## src/agp1_pkg.sv

```systemverilog
package agp1_pkg;
  // Register byte addresses, lower 20 bits of the advanced-mode address
  localparam logic [19:0] ADDR_DIR      = 20'hee000;
  localparam logic [19:0] ADDR_OUT      = 20'hfffd0;
  localparam int          ADDR_W        = 20;
  localparam int          PORT_W        = 8;
  // Reset values, and the value a direction read returns
  localparam logic [7:0]  DIR_RST_EXP   = 8'hff;
  localparam logic [7:0]  DIR_RST_OTHER = 8'h00;
  localparam logic [7:0]  OUT_RST       = 8'h00;
  localparam logic [7:0]  DIR_READ_VAL  = 8'hff;
  // Operating mode codes
  localparam logic [2:0]  MODE_EXP_LO   = 3'h1;
  localparam logic [2:0]  MODE_EXP_HI   = 3'h4;
  localparam logic [2:0]  MODE_EXP_ROM  = 3'h5;
  // Bus responses
  localparam logic [1:0]  RESP_OKAY     = 2'h0;
  localparam logic [1:0]  RESP_SLVERR   = 2'h2;
  // Pin function codes
  typedef enum logic [1:0] {
    AGP1_FN_INPUT,
    AGP1_FN_ADDR,
    AGP1_FN_DATA
  } agp1_fn_e;
endpackage

```

## src/agp1_sync.sv

```systemverilog
`timescale 1ns/1ps
module agp1_sync #(
  parameter int WIDTH = 8
) (
  // Clock and reset
  input  wire logic             clock,
  input  wire logic             nrst,
  // Data
  input  wire logic [WIDTH-1:0] async_in,
  output logic      [WIDTH-1:0] sync_out
);
  logic [WIDTH-1:0] stage1_ff;
  logic [WIDTH-1:0] stage2_ff;

  always_ff @(posedge clock or negedge nrst)
  begin
    if (!nrst)
    begin
      stage1_ff <= '0;
      stage2_ff <= '0;
    end
    else
    begin
      stage1_ff <= async_in;
      stage2_ff <= stage1_ff;
    end
  end

  assign sync_out = stage2_ff;
endmodule

```

## src/agp1_pin_mux.sv

```systemverilog
`timescale 1ns/1ps
module agp1_pin_mux #(
  parameter int WIDTH = 8
) (
  // Mode and selection
  input  wire logic             exp_mode,
  input  wire logic             rom_exp_mode,
  input  wire logic [WIDTH-1:0] dir_bits,
  // Output sources
  input  wire logic [WIDTH-1:0] addr_bits,
  input  wire logic [WIDTH-1:0] data_bits,
  // Pin drive
  output logic      [WIDTH-1:0] pin_val,
  output logic      [WIDTH-1:0] pin_oe
);
  // ----------------------------------------------------------------
  // Per-pin function
  // ----------------------------------------------------------------
  function automatic agp1_pkg::agp1_fn_e pin_fn(input logic expm,
                                              input logic romm,
                                              input logic dir);
    if (expm)
      pin_fn = agp1_pkg::AGP1_FN_ADDR;
    else if (romm)
      pin_fn = dir ? agp1_pkg::AGP1_FN_ADDR
                   : agp1_pkg::AGP1_FN_INPUT;
    else
      pin_fn = dir ? agp1_pkg::AGP1_FN_DATA
                   : agp1_pkg::AGP1_FN_INPUT;
  endfunction

  always_comb
  begin
    for (int i = 0; i < WIDTH; i++)
    begin
      case (pin_fn(exp_mode, rom_exp_mode, dir_bits[i]))
        agp1_pkg::AGP1_FN_ADDR:
        begin
          pin_oe[i]  = 1'b1;
          pin_val[i] = addr_bits[i];
        end
        agp1_pkg::AGP1_FN_DATA:
        begin
          pin_oe[i]  = 1'b1;
          pin_val[i] = data_bits[i];
        end
        default:
        begin
          pin_oe[i]  = 1'b0;
          pin_val[i] = 1'b0;
        end
      endcase
    end
  end
endmodule

```

## src/agp1_port.sv

```systemverilog
// Our own choice: register access over AXI4-Lite.
`timescale 1ns/1ps
module agp1_port #(
  parameter int WIDTH = 8
) (
  // Clock and reset
  input  wire logic             clock,
  input  wire logic             nrst,
  // Chip state
  input  wire logic [2:0]       op_mode,
  input  wire logic             hw_standby,
  input  wire logic             sw_standby,
  // Address from the bus controller or DRAM multiplexer
  input  wire logic [WIDTH-1:0] bus_addr,
  // Pins
  input  wire logic [WIDTH-1:0] pin_in,
  output logic      [WIDTH-1:0] pin_out,
  output logic      [WIDTH-1:0] pin_oe,
  // AXI4-Lite write address
  input  wire logic [31:0]      s_axi_awaddr,
  input  wire logic [2:0]       s_axi_awprot,
  input  wire logic             s_axi_awvalid,
  output logic                  s_axi_awready,
  // AXI4-Lite write data
  input  wire logic [31:0]      s_axi_wdata,
  input  wire logic [3:0]       s_axi_wstrb,
  input  wire logic             s_axi_wvalid,
  output logic                  s_axi_wready,
  // AXI4-Lite write response
  output logic [1:0]            s_axi_bresp,
  output logic                  s_axi_bvalid,
  input  wire logic             s_axi_bready,
  // AXI4-Lite read address
  input  wire logic [31:0]      s_axi_araddr,
  input  wire logic [2:0]       s_axi_arprot,
  input  wire logic             s_axi_arvalid,
  output logic                  s_axi_arready,
  // AXI4-Lite read data
  output logic [31:0]           s_axi_rdata,
  output logic [1:0]            s_axi_rresp,
  output logic                  s_axi_rvalid,
  input  wire logic             s_axi_rready
);
  // ----------------------------------------------------------------
  // Mode decode
  // ----------------------------------------------------------------
  logic             exp_mode;
  logic             rom_exp_mode;
  logic             mode_in_range;
  logic             rst_or_hws_n;

  assign exp_mode     = (op_mode >= agp1_pkg::MODE_EXP_LO) &&
                        (op_mode <= agp1_pkg::MODE_EXP_HI);
  assign rom_exp_mode = (op_mode == agp1_pkg::MODE_EXP_ROM);
  assign mode_in_range = (op_mode != 3'h0);
  // Hardware standby acts as an extra reset term
  // Software standby needs no term: both registers simply hold
  assign rst_or_hws_n = nrst & ~hw_standby;

  // ----------------------------------------------------------------
  // Registers
  // ----------------------------------------------------------------
  logic [WIDTH-1:0] dir_ff;
  logic [WIDTH-1:0] nxt_dir;
  logic [WIDTH-1:0] out_ff;
  logic [WIDTH-1:0] nxt_out;
  logic             dir_init_ff;
  logic [WIDTH-1:0] pin_sync;
  logic [WIDTH-1:0] eff_dir;
  logic [WIDTH-1:0] pin_val;
  logic [WIDTH-1:0] pin_en;
  logic [WIDTH-1:0] pin_out_ff;
  logic [WIDTH-1:0] pin_oe_ff;

  // ----------------------------------------------------------------
  // AXI4-Lite slave state
  // ----------------------------------------------------------------
  logic             aw_held_ff;
  logic [19:0]      aw_addr_ff;
  logic             w_held_ff;
  logic [7:0]       w_data_ff;
  logic             w_lane0_ff;
  logic             bvalid_ff;
  logic [1:0]       bresp_ff;
  logic             rvalid_ff;
  logic [31:0]      rdata_ff;
  logic [1:0]       rresp_ff;

  logic             aw_take;
  logic             w_take;
  logic             wr_fire;
  logic             ar_take;
  logic             wr_dir_hit;
  logic             wr_out_hit;
  logic             rd_dir_hit;
  logic             rd_out_hit;
  logic [19:0]      rd_addr;
  logic [WIDTH-1:0] out_readback;
  logic [31:0]      rd_word;

  // Address compare on bits 19 to 2 of the low 20 bits only
  function automatic logic addr_hit(input logic [19:0] a,
                                    input logic [19:0] reg_addr);
    addr_hit = (a[19:2] == reg_addr[19:2]);
  endfunction

  // Set wins over clear when both land in one cycle
  function automatic logic flag_next(input logic set,
                                     input logic clr,
                                     input logic cur);
    flag_next = set ? 1'b1 : (clr ? 1'b0 : cur);
  endfunction

  assign aw_take = s_axi_awvalid & ~aw_held_ff & ~bvalid_ff;
  assign w_take  = s_axi_wvalid & ~w_held_ff & ~bvalid_ff;
  assign wr_fire = aw_held_ff & w_held_ff & ~bvalid_ff;
  assign ar_take = s_axi_arvalid & ~rvalid_ff;

  assign wr_dir_hit = addr_hit(aw_addr_ff, agp1_pkg::ADDR_DIR);
  assign wr_out_hit = addr_hit(aw_addr_ff, agp1_pkg::ADDR_OUT);
  assign rd_addr    = s_axi_araddr[agp1_pkg::ADDR_W-1:0];
  assign rd_dir_hit = addr_hit(rd_addr, agp1_pkg::ADDR_DIR);
  assign rd_out_hit = addr_hit(rd_addr, agp1_pkg::ADDR_OUT);

  // ----------------------------------------------------------------
  // Register next values
  // ----------------------------------------------------------------
  // Direction forced to ones in modes 1 to 4, so writes never land
  assign nxt_dir = exp_mode ? agp1_pkg::DIR_RST_EXP :
                   (wr_fire && wr_dir_hit && w_lane0_ff) ?
                   w_data_ff : dir_ff;
  assign nxt_out = (wr_fire && wr_out_hit && w_lane0_ff) ?
                   w_data_ff : out_ff;

  // Strap-dependent reset value is taken on the first clock after release
  always_ff @(posedge clock or negedge rst_or_hws_n)
  begin
    if (!rst_or_hws_n)
      dir_init_ff <= 1'b0;
    else
      dir_init_ff <= 1'b1;
  end

  // Sleep or software standby leaves these untouched (no clear term)
  always_ff @(posedge clock or negedge rst_or_hws_n)
  begin
    if (!rst_or_hws_n)
    begin
      dir_ff <= agp1_pkg::DIR_RST_OTHER;
      out_ff <= agp1_pkg::OUT_RST;
    end
    else
    begin
      dir_ff <= dir_init_ff ? nxt_dir :
                (exp_mode ? agp1_pkg::DIR_RST_EXP
                          : agp1_pkg::DIR_RST_OTHER);
      out_ff <= nxt_out;
    end
  end

  // ----------------------------------------------------------------
  // Pin input synchroniser and pin drive
  // ----------------------------------------------------------------
  // Kept on nrst alone so pin levels survive hardware standby
  agp1_sync #(
    .WIDTH    (WIDTH)
  ) u_sync (
    .clock    (clock),
    .nrst     (nrst),
    .async_in (pin_in),
    .sync_out (pin_sync)
  );

  assign eff_dir = exp_mode ? agp1_pkg::DIR_RST_EXP : dir_ff;

  agp1_pin_mux #(
    .WIDTH        (WIDTH)
  ) u_mux (
    .exp_mode     (exp_mode),
    .rom_exp_mode (rom_exp_mode),
    .dir_bits     (eff_dir),
    .addr_bits    (bus_addr),
    .data_bits    (out_ff),
    .pin_val      (pin_val),
    .pin_oe       (pin_en)
  );

  // Mode 0 is not a legal mode: keep the pins released
  always_ff @(posedge clock or negedge rst_or_hws_n)
  begin
    if (!rst_or_hws_n)
    begin
      pin_out_ff <= '0;
      pin_oe_ff  <= '0;
    end
    else
    begin
      pin_out_ff <= pin_val;
      pin_oe_ff  <= mode_in_range ? pin_en : '0;
    end
  end

  assign pin_out = pin_out_ff;
  assign pin_oe  = pin_oe_ff;

  // ----------------------------------------------------------------
  // Read data path
  // ----------------------------------------------------------------
  // Pin level for inputs, stored bit for outputs
  // Input bits lag the pins by the two synchroniser stages
  assign out_readback = (eff_dir & out_ff) | (~eff_dir & pin_sync);
  assign rd_word = rd_dir_hit ?
                   {24'h000000, agp1_pkg::DIR_READ_VAL} :
                   rd_out_hit ? {24'h000000, out_readback} :
                   32'h00000000;

  // ----------------------------------------------------------------
  // AXI4-Lite handshakes
  // ----------------------------------------------------------------
  always_ff @(posedge clock or negedge nrst)
  begin
    if (!nrst)
    begin
      aw_held_ff <= 1'b0;
      aw_addr_ff <= 20'h00000;
      w_held_ff  <= 1'b0;
      w_data_ff  <= 8'h00;
      w_lane0_ff <= 1'b0;
    end
    else
    begin
      if (aw_take)
      begin
        aw_held_ff <= 1'b1;
        aw_addr_ff <= s_axi_awaddr[agp1_pkg::ADDR_W-1:0];
      end
      else if (wr_fire)
        aw_held_ff <= 1'b0;
      if (w_take)
      begin
        w_held_ff  <= 1'b1;
        w_data_ff  <= s_axi_wdata[7:0];
        w_lane0_ff <= s_axi_wstrb[0];
      end
      else if (wr_fire)
        w_held_ff <= 1'b0;
    end
  end

  always_ff @(posedge clock or negedge nrst)
  begin
    if (!nrst)
    begin
      bvalid_ff <= 1'b0;
      bresp_ff  <= agp1_pkg::RESP_OKAY;
    end
    else if (wr_fire)
    begin
      bvalid_ff <= 1'b1;
      bresp_ff  <= (wr_dir_hit || wr_out_hit) ? agp1_pkg::RESP_OKAY
                                              : agp1_pkg::RESP_SLVERR;
    end
    else if (s_axi_bready)
      bvalid_ff <= 1'b0;
  end

  always_ff @(posedge clock or negedge nrst)
  begin
    if (!nrst)
    begin
      rvalid_ff <= 1'b0;
      rdata_ff  <= 32'h00000000;
      rresp_ff  <= agp1_pkg::RESP_OKAY;
    end
    else if (ar_take)
    begin
      rvalid_ff <= 1'b1;
      rdata_ff  <= rd_word;
      rresp_ff  <= (rd_dir_hit || rd_out_hit) ? agp1_pkg::RESP_OKAY
                                              : agp1_pkg::RESP_SLVERR;
    end
    else if (s_axi_rready)
      rvalid_ff <= 1'b0;
  end

  // ----------------------------------------------------------------
  // Registered ready flags
  // ----------------------------------------------------------------
  // Built from the next state of the held flags, so the outputs come
  // from flops yet always match what the take terms accept
  logic awready_ff;
  logic wready_ff;
  logic arready_ff;
  logic nxt_aw_held;
  logic nxt_w_held;
  logic nxt_bvalid;
  logic nxt_rvalid;

  assign nxt_aw_held = flag_next(aw_take, wr_fire, aw_held_ff);
  assign nxt_w_held  = flag_next(w_take, wr_fire, w_held_ff);
  assign nxt_bvalid  = flag_next(wr_fire, s_axi_bready, bvalid_ff);
  assign nxt_rvalid  = flag_next(ar_take, s_axi_rready, rvalid_ff);

  always_ff @(posedge clock or negedge nrst)
  begin
    if (!nrst)
    begin
      awready_ff <= 1'b1;
      wready_ff  <= 1'b1;
      arready_ff <= 1'b1;
    end
    else
    begin
      awready_ff <= ~nxt_aw_held & ~nxt_bvalid;
      wready_ff  <= ~nxt_w_held & ~nxt_bvalid;
      arready_ff <= ~nxt_rvalid;
    end
  end

  assign s_axi_awready = awready_ff;
  assign s_axi_wready  = wready_ff;
  assign s_axi_arready = arready_ff;
  assign s_axi_bvalid  = bvalid_ff;
  assign s_axi_bresp   = bresp_ff;
  assign s_axi_rvalid  = rvalid_ff;
  assign s_axi_rdata   = rdata_ff;
  assign s_axi_rresp   = rresp_ff;
endmodule

```

## config.mk

```make
export PLATFORM = sky130hd
export DESIGN_NAME = agp1_port
export DESIGN_NICKNAME = d
export VERILOG_FILES = /design/src/agp1_pkg.sv /design/src/agp1_sync.sv /design/src/agp1_pin_mux.sv /design/src/agp1_port.sv
export SDC_FILE = /design/constraint.sdc
export NUM_CORES = 1
export LEC_CHECK = 0
export BUFFER_PORTS_ARGS = -buffer_cell sky130_fd_sc_hd__clkbuf_2
export CORE_UTILIZATION = 45
export CTS_CLUSTER_DIAMETER = 100
export DETAILED_ROUTE_END_ITERATION = 12
export GPL_TIMING_DRIVEN = 0
export MAX_ROUTING_LAYER = met4
export PLACE_DENSITY = 0.74
export SLEW_MARGIN = 20
export SYNTH_ARGS = -nofsm -noshare
export SYNTH_HDL_FRONTEND = slang
export SYNTH_SLANG_ARGS = --single-unit
```

## constraint.sdc

```tcl
create_clock -name clock -period 6.1 [get_ports clock]
set_clock_uncertainty 0.15 [all_clocks]
set_input_delay 0.61 -clock clock [delete_from_list [all_inputs] [get_ports clock]]
set_output_delay 0.61 -clock clock [all_outputs]
set_load 0.005 [all_outputs]
```

==> run_results.csv, run 1 <==
group,metric,value,unit
clock_tree,cts_setup_buffers,0,
critical_path,path_class,"flip-flop to flip-flop",
grt,grt_pass1_vias,3013,
die,rows,34,
clock_tree,clock_latency,360,ps
timing,relSlewSlack,43.9,%
detailed_routing,postRouteAntennaNets,0,
detailed_routing,wl,8.93,mm
final_layout,drive_gt1_share,41.3,%
die,die_h,97.9,um
place,detailedPlacementHpwl,6.89,mm
pwr,p_per_area,312,nW/um^2
synthesis,yosys_warnings,0,
synthesis,synth_flop_cell,"dfrtp_1",
final_layout,ff_latch_area,2330,um^2
grt,grt_pass1_wl,14.6,mm
critical_path,critPathCaptureType,"flip-flop",
pwr,irDropWorstVdd,0.185,mV
timing,min_period,2360,ps
detailed_routing,wire_per_inst,14.8,um
timing,fmax,424,MHz
status,violations,"DRC",
synthesis,synth.distinct_cells,39,
clock_tree,clockRootBuffer,"clkbuf_8",
run,drv_cap,0,
synthesis,synthCells,351,
detailed_routing,drc,16,
grt,overflow,0,
final_layout,final_common_cell,"clkbuf_2",
synthesis,synth.avg_cell_area,11.8,um^2
die,io_pins,191,
synthesis,synth-simple-area-share,9.58,%
synthesis,ys_seq_elements,93,
final_layout,n_antenna_cell,0,
die,die_w,97.9,um
synthesis,synth_top_family_by_area,"compound AO/OA/AOI/OAI gates",
synthesis,synthMuxAreaShare,11.4,%
clock_tree,numCtsBuffers,9,
detailed_routing,viasPerCell,5.17,
grt,met3_usage,4.94,%
detailed_routing,vias,3121,
clock_tree,clkSlewWorstSetupHoldPaths,90,ps
worst_hold_path,hp-class,"primary input to asynchronous set/reset pin",
synthesis,synth-seq-area-share,56.3,%
grt,met2_usage,32.0,%
final_layout,nFillCells,791,
die,dieArea,9590,um^2
clock_tree,cts_buffer_depth,2,
place,place.gp.congestion,0.869,
synthesis,syn_area,4140,um^2
final_layout,area_delta_synth_final,23.6,%
critical_path,cp.required,6190,ps
final_layout,final_cell_mix,"clkbuf_2 (101), dfrtp_1 (90), mux2_2 (42)",
place,io_buffers,102,
clock_tree,cts_resized,0,
critical_path,cp_max_fo,9,
grt,grt-busiest-layer,"met2",
timing,finalSetupViolCount,0,
timing,tightest_slew,834,ps
clock_tree,h-tree-depth,3,
grt,grt_max_degree,33,
synthesis,synth-xor-area-share,0,%
timing,min_period_over_period,38.7,%
critical_path,arrival,2450,ps
grt,antenna_found_initial,0,
clock_tree,tritoncts,"built",
synthesis,async_reset_ff_share,100,%
grt,use_met1,25.0,%
timing,finalHoldViolCount,0,
synthesis,synthAdderAreaFrac,0,%
timing,fin_tns_setup,0,ps
synthesis,synth_compound_area_share,14.4,%
final_layout,fin_nets,625,
clock_tree,cts.sinks,93,
status,outcome,"complete, but fails checks",
timing,rsz0062_at_grt,"no",
die,core_area,8810,um^2
final_layout,multi_input_area,1570,um^2
detailed_routing,first_pass_iters,8,
timing,maxSlewViolCount,0,
synthesis,synth-edff-count,0,
final_layout,design_area,5120,um^2
grt,gr-usage-all-layers,20.1,%
die,initial_core_util,47.0,%
pwr,power_leakage,2.43,nW
detailed_routing,first_iter_violations,198,
place,post_dp_cell_area,4940,um^2
critical_path,startpoint_type,"flip-flop",
clock_tree,ctsHoldBuffers,0,
kinds of logic (layout without fill, tap and decap cells):
group | after synthesis | after routing
DFF | 93 | 93
AOI/OAI and AO/OA | 85 | 85
and+or+nand+nor | 71 | 71
buffers and inverters | 58 | 178
muxes | 42 | 42
other | 2 | 27
layout make-up:
cell class	instances	share of cell area, %
Timing Repair Buffer	104	11.0
Clock inverter	3	0.416
Multi-Input combinational cell	225	30.8
Tap cell	108	2.64
Clock buffer	13	3.11
Sequential cell	93	45.6
Buffer	46	5.67
Inverter	12	0.880
Yosys cell counts (all sizes together) (4+ instances only):
master	instances	area share (%)
a211oi	8	1.5
a21oi	20	2.4
a22oi	7	1.3
a311o	8	2.1
buf	34	5.9
clkbuf	12	1.1
dfrtp	90	54
inv	12	1.1
mux2	42	11
nand2	23	2.1
nand3	7	0.85
nand4	4	0.60
nor2	8	0.73
nor4	4	1.1
o211ai	16	2.9
o21ai	12	1.5
o22a	8	1.7
or4	10	1.9
power by group:
part,internal [W],switching (W)
Combinational,0.000204,0.000156
Sequential,0.000764,0.0000975
Clock,0.000171,0.000202
metal layers:
layer  vias to the layer above  routed length [um]  part of all wire, %
met3                        14                 634                  7.1
li1                       1503                   -                    -
met2                       117                4260                   48
met1                      1487                3890                   44
met5                         -                   0                    0
met4                         0                 155                  1.7
through the flow:
step | utilization (%) | setup slack (ps) | power [W] | hold slack, ps | cells
after floorplan | - | 3400 | 0.00110 | 164 | 376
after global placement | 55.4 | 1570 | 0.00122 | 185 | 586
after detailed placement | 56.1 | 3480 | 0.00124 | 186 | 588
after CTS | 58.1 | 3750 | 0.00161 | 68.8 | 604
after global routing | 58.1 | 3600 | 0.00170 | 82.8 | 604
final | 58.1 | 3740 | 0.00159 | 66.9 | 604
registers in the layout, summed over array words and instances (netlist names), 8 cells and up:
signal and flops:
pin_out 8, s_axi_rdata 8, dir_ff 8, u_sync.sync_out 8
w_data_ff 8, aw_addr_ff 18, u_sync.stage1_ff 8, out_ff 8
pin_oe 8
final timing paths:
kind	startpoint	to	slack (ps)	cells after the start
worst max-delay path	s_axi_bvalid	dir_ff[1]	3740	5
worst min-delay path	nrst	aw_addr_ff[9]	70	1
worst max register to register	s_axi_bvalid	dir_ff[1]	3740	5
worst min register to register	u_sync.stage1_ff[2]	u_sync.sync_out[2]	200	0
max in group asynchronous	nrst	dir_ff[7]	4740	3
min in group clock	u_sync.stage1_ff[2]	u_sync.sync_out[2]	200	0
critical path: stages, from the launching register on:
cell	delay, ps
dfrtp_1	400
buf_6	140
nand3b_1	230
nor4_2	790
a21oi_1	160
a311o_2	380
Power figures use the tool's default switching activity.
==> run 2, diff against run 1 <==
Settings changed: CORE_UTILIZATION 45 to 42, PLACE_DENSITY 0.74 to 0.73.
Clock period 6.1 ns to 2.1 ns, I/O delays scaled along.
==> run_results.csv, run 2 (same netlist as run 1, synthesis figures left out) <==
group,metric,value,unit
status,outcome,"finished clean",
die,die_w,101,um
grt,overflow,0,
timing,fmax,499,MHz
critical_path,max_stage_delay,550,ps
critical_path,path_buf_inv,1,
detailed_routing,wire_per_inst,14.2,um
grt,grt_pass1_vias,3233,
detailed_routing,first_pass_iters,5,
clock_tree,clkSlewWorstSetupHoldPaths,90,ps
pwr,p_per_area,840,nW/um^2
final_layout,final_cell_mix,"clkbuf_2 (101), dfrtp_1 (90), dlygate4sd3_1 (48)",
grt,gr-usage-all-layers,20.1,%
timing,finalSetupViolCount,0,
pwr,irDropWorstVdd,0.605,mV
worst_hold_path,hp-class,"primary input to flip-flop",
die,core_area,9370,um^2
timing,maxSlewViolCount,0,
critical_path,arrival,2100,ps
grt,grt_max_degree,35,
timing,timing.hold.ws,12.4,ps
detailed_routing,vias,3371,
critical_path,slowest_stage,"or4_4",
final_layout,final_core_util,60.7,%
critical_path,cp.required,2190,ps
final_layout,instances_no_fill,676,
timing,fin_tns_setup,0,ps
final_layout,fin_nets,676,
critical_path,cp_max_fo,10,
final_layout,drive_gt1_share,39.1,%
clock_tree,clockRootBuffer,"clkbuf_8",
timing,min_period_over_period,95.4,%
critical_path,critPathCaptureType,"flip-flop",
pwr,power_leakage,2.67,nW
place,detailedPlacementHpwl,6.95,mm
critical_path,path_class,"flip-flop to flip-flop",
critical_path,startpoint_type,"flip-flop",
final_layout,top_register,"aw_addr_ff",
clock_tree,numCtsBuffers,9,
critical_path,path_cells,"or4_4 -> nor4_4 -> buf_4 -> a21oi_1 -> a311o_2",
detailed_routing,postRouteAntennaNets,0,
place,io_buffers,102,
final_layout,n_antenna_cell,0,
die,initial_core_util,44.2,%
clock_tree,h-tree-depth,3,
grt,antenna_found_initial,0,
timing,relSlewSlack,56.1,%
final_layout,nFillCells,773,
run,drv_cap,0,
critical_path,path_delay_family,"simple AND/OR/NAND/NOR gates",
clock_tree,cts_buffer_depth,2,
final_layout,final_common_cell,"clkbuf_2",
die,io_pins,191,
final_layout,area_delta_synth_final,37.4,%
timing,finalHoldViolCount,0,
timing,tightest_slew,654,ps
clock_tree,clock_latency,360,ps
detailed_routing,wl,9.62,mm
detailed_routing,first_iter_violations,178,
pwr,finalPower,0.00478,W
clock_tree,tritoncts,"built",
place,place.gp.congestion,0.895,
place,placedCellCount,609,
final_layout,largest_reg_flops,18,
die,rows,35,
detailed_routing,drc,0,
timing,min_period,2000,ps
detailed_routing,viasPerCell,4.99,
grt,grt_pass1_wl,15.1,mm
timing,rsz0062_at_grt,"no",
clock_tree,cts.sinks,93,
die,die_h,101,um
die,dieArea,10300,um^2
## run 2: cell types whose count changed in the layout (fill, tap and decap cells not counted), sizes merged
cell	before	now
inv	12	13
clkinv	2	3
clkbuf	127	124
clkinvlp	1	2
dlygate4sd3	0	48
buf	36	39
## run 2: report_power, final
| group | internal, W | switching [W] | total, W |
|---|---|---|---|
| clock network | 0.000468 | 0.000626 | 0.00109 |
| registers | 0.00222 | 0.000295 | 0.00251 |
| logic | 0.000667 | 0.000504 | 0.00117 |
## run 2: metrics by stage
stage	setup slack, ps	cell area (um^2)
after global routing	17.4	5690
final	95.8	5690
after global placement	-1040	4910
after CTS	17.0	5660
after floorplan	69.6	4240
after detailed placement	-226	4960
## run 2: worst paths after layout
check                                     from                 end  slack (ps)  cells after the start
min in group asynchronous                 nrst      s_axi_rdata[2]         180                      2
min                                bus_addr[7]          pin_out[7]          10                      3
max in group asynchronous                 nrst           out_ff[7]         430                      5
max reg2reg                      aw_addr_ff[8]           dir_ff[7]         100                      5
min reg2reg                u_sync.stage1_ff[2]  u_sync.sync_out[2]         200                      0
max                              aw_addr_ff[8]           dir_ff[7]         100                      5
## run 2: cell type report
| class | instances | area (um^2) | share of cell area [%] |
|---|---|---|---|
| inverter | 12 | 45.0 | 0.792 |
| tap | 129 | 161 | 2.84 |
| sequential | 93 | 2330 | 41.0 |
| buffer | 45 | 287 | 5.04 |
| timing repair buffer | 156 | 1070 | 18.8 |
| clock buffer | 10 | 138 | 2.42 |
| multi-input combinational | 225 | 1610 | 28.3 |
| clock inverter | 6 | 46.3 | 0.814 |
## run 2: metal layers
metal	wire, um	track usage [%]
met5	0	-
met4	171	6.69
met3	644	4.83
met2	4690	33.9
met1	4120	23.7
## run 2: what timing repair did
action | in CTS | in global routing
setup endpoints to repair | 25 | 16
endpoints found under the hold margin | 118 | 0
pin swaps | 3 | 1
buffers inserted | 2 | 2
hold buffers | 48 | 0
gates resized for setup | 3 | 2
## run 2: tightest hold or removal path: cells and delay by family
kind            cells  cell delay, ps
compound gates      1              80
buf+inv             1             110
simple gates        1              60
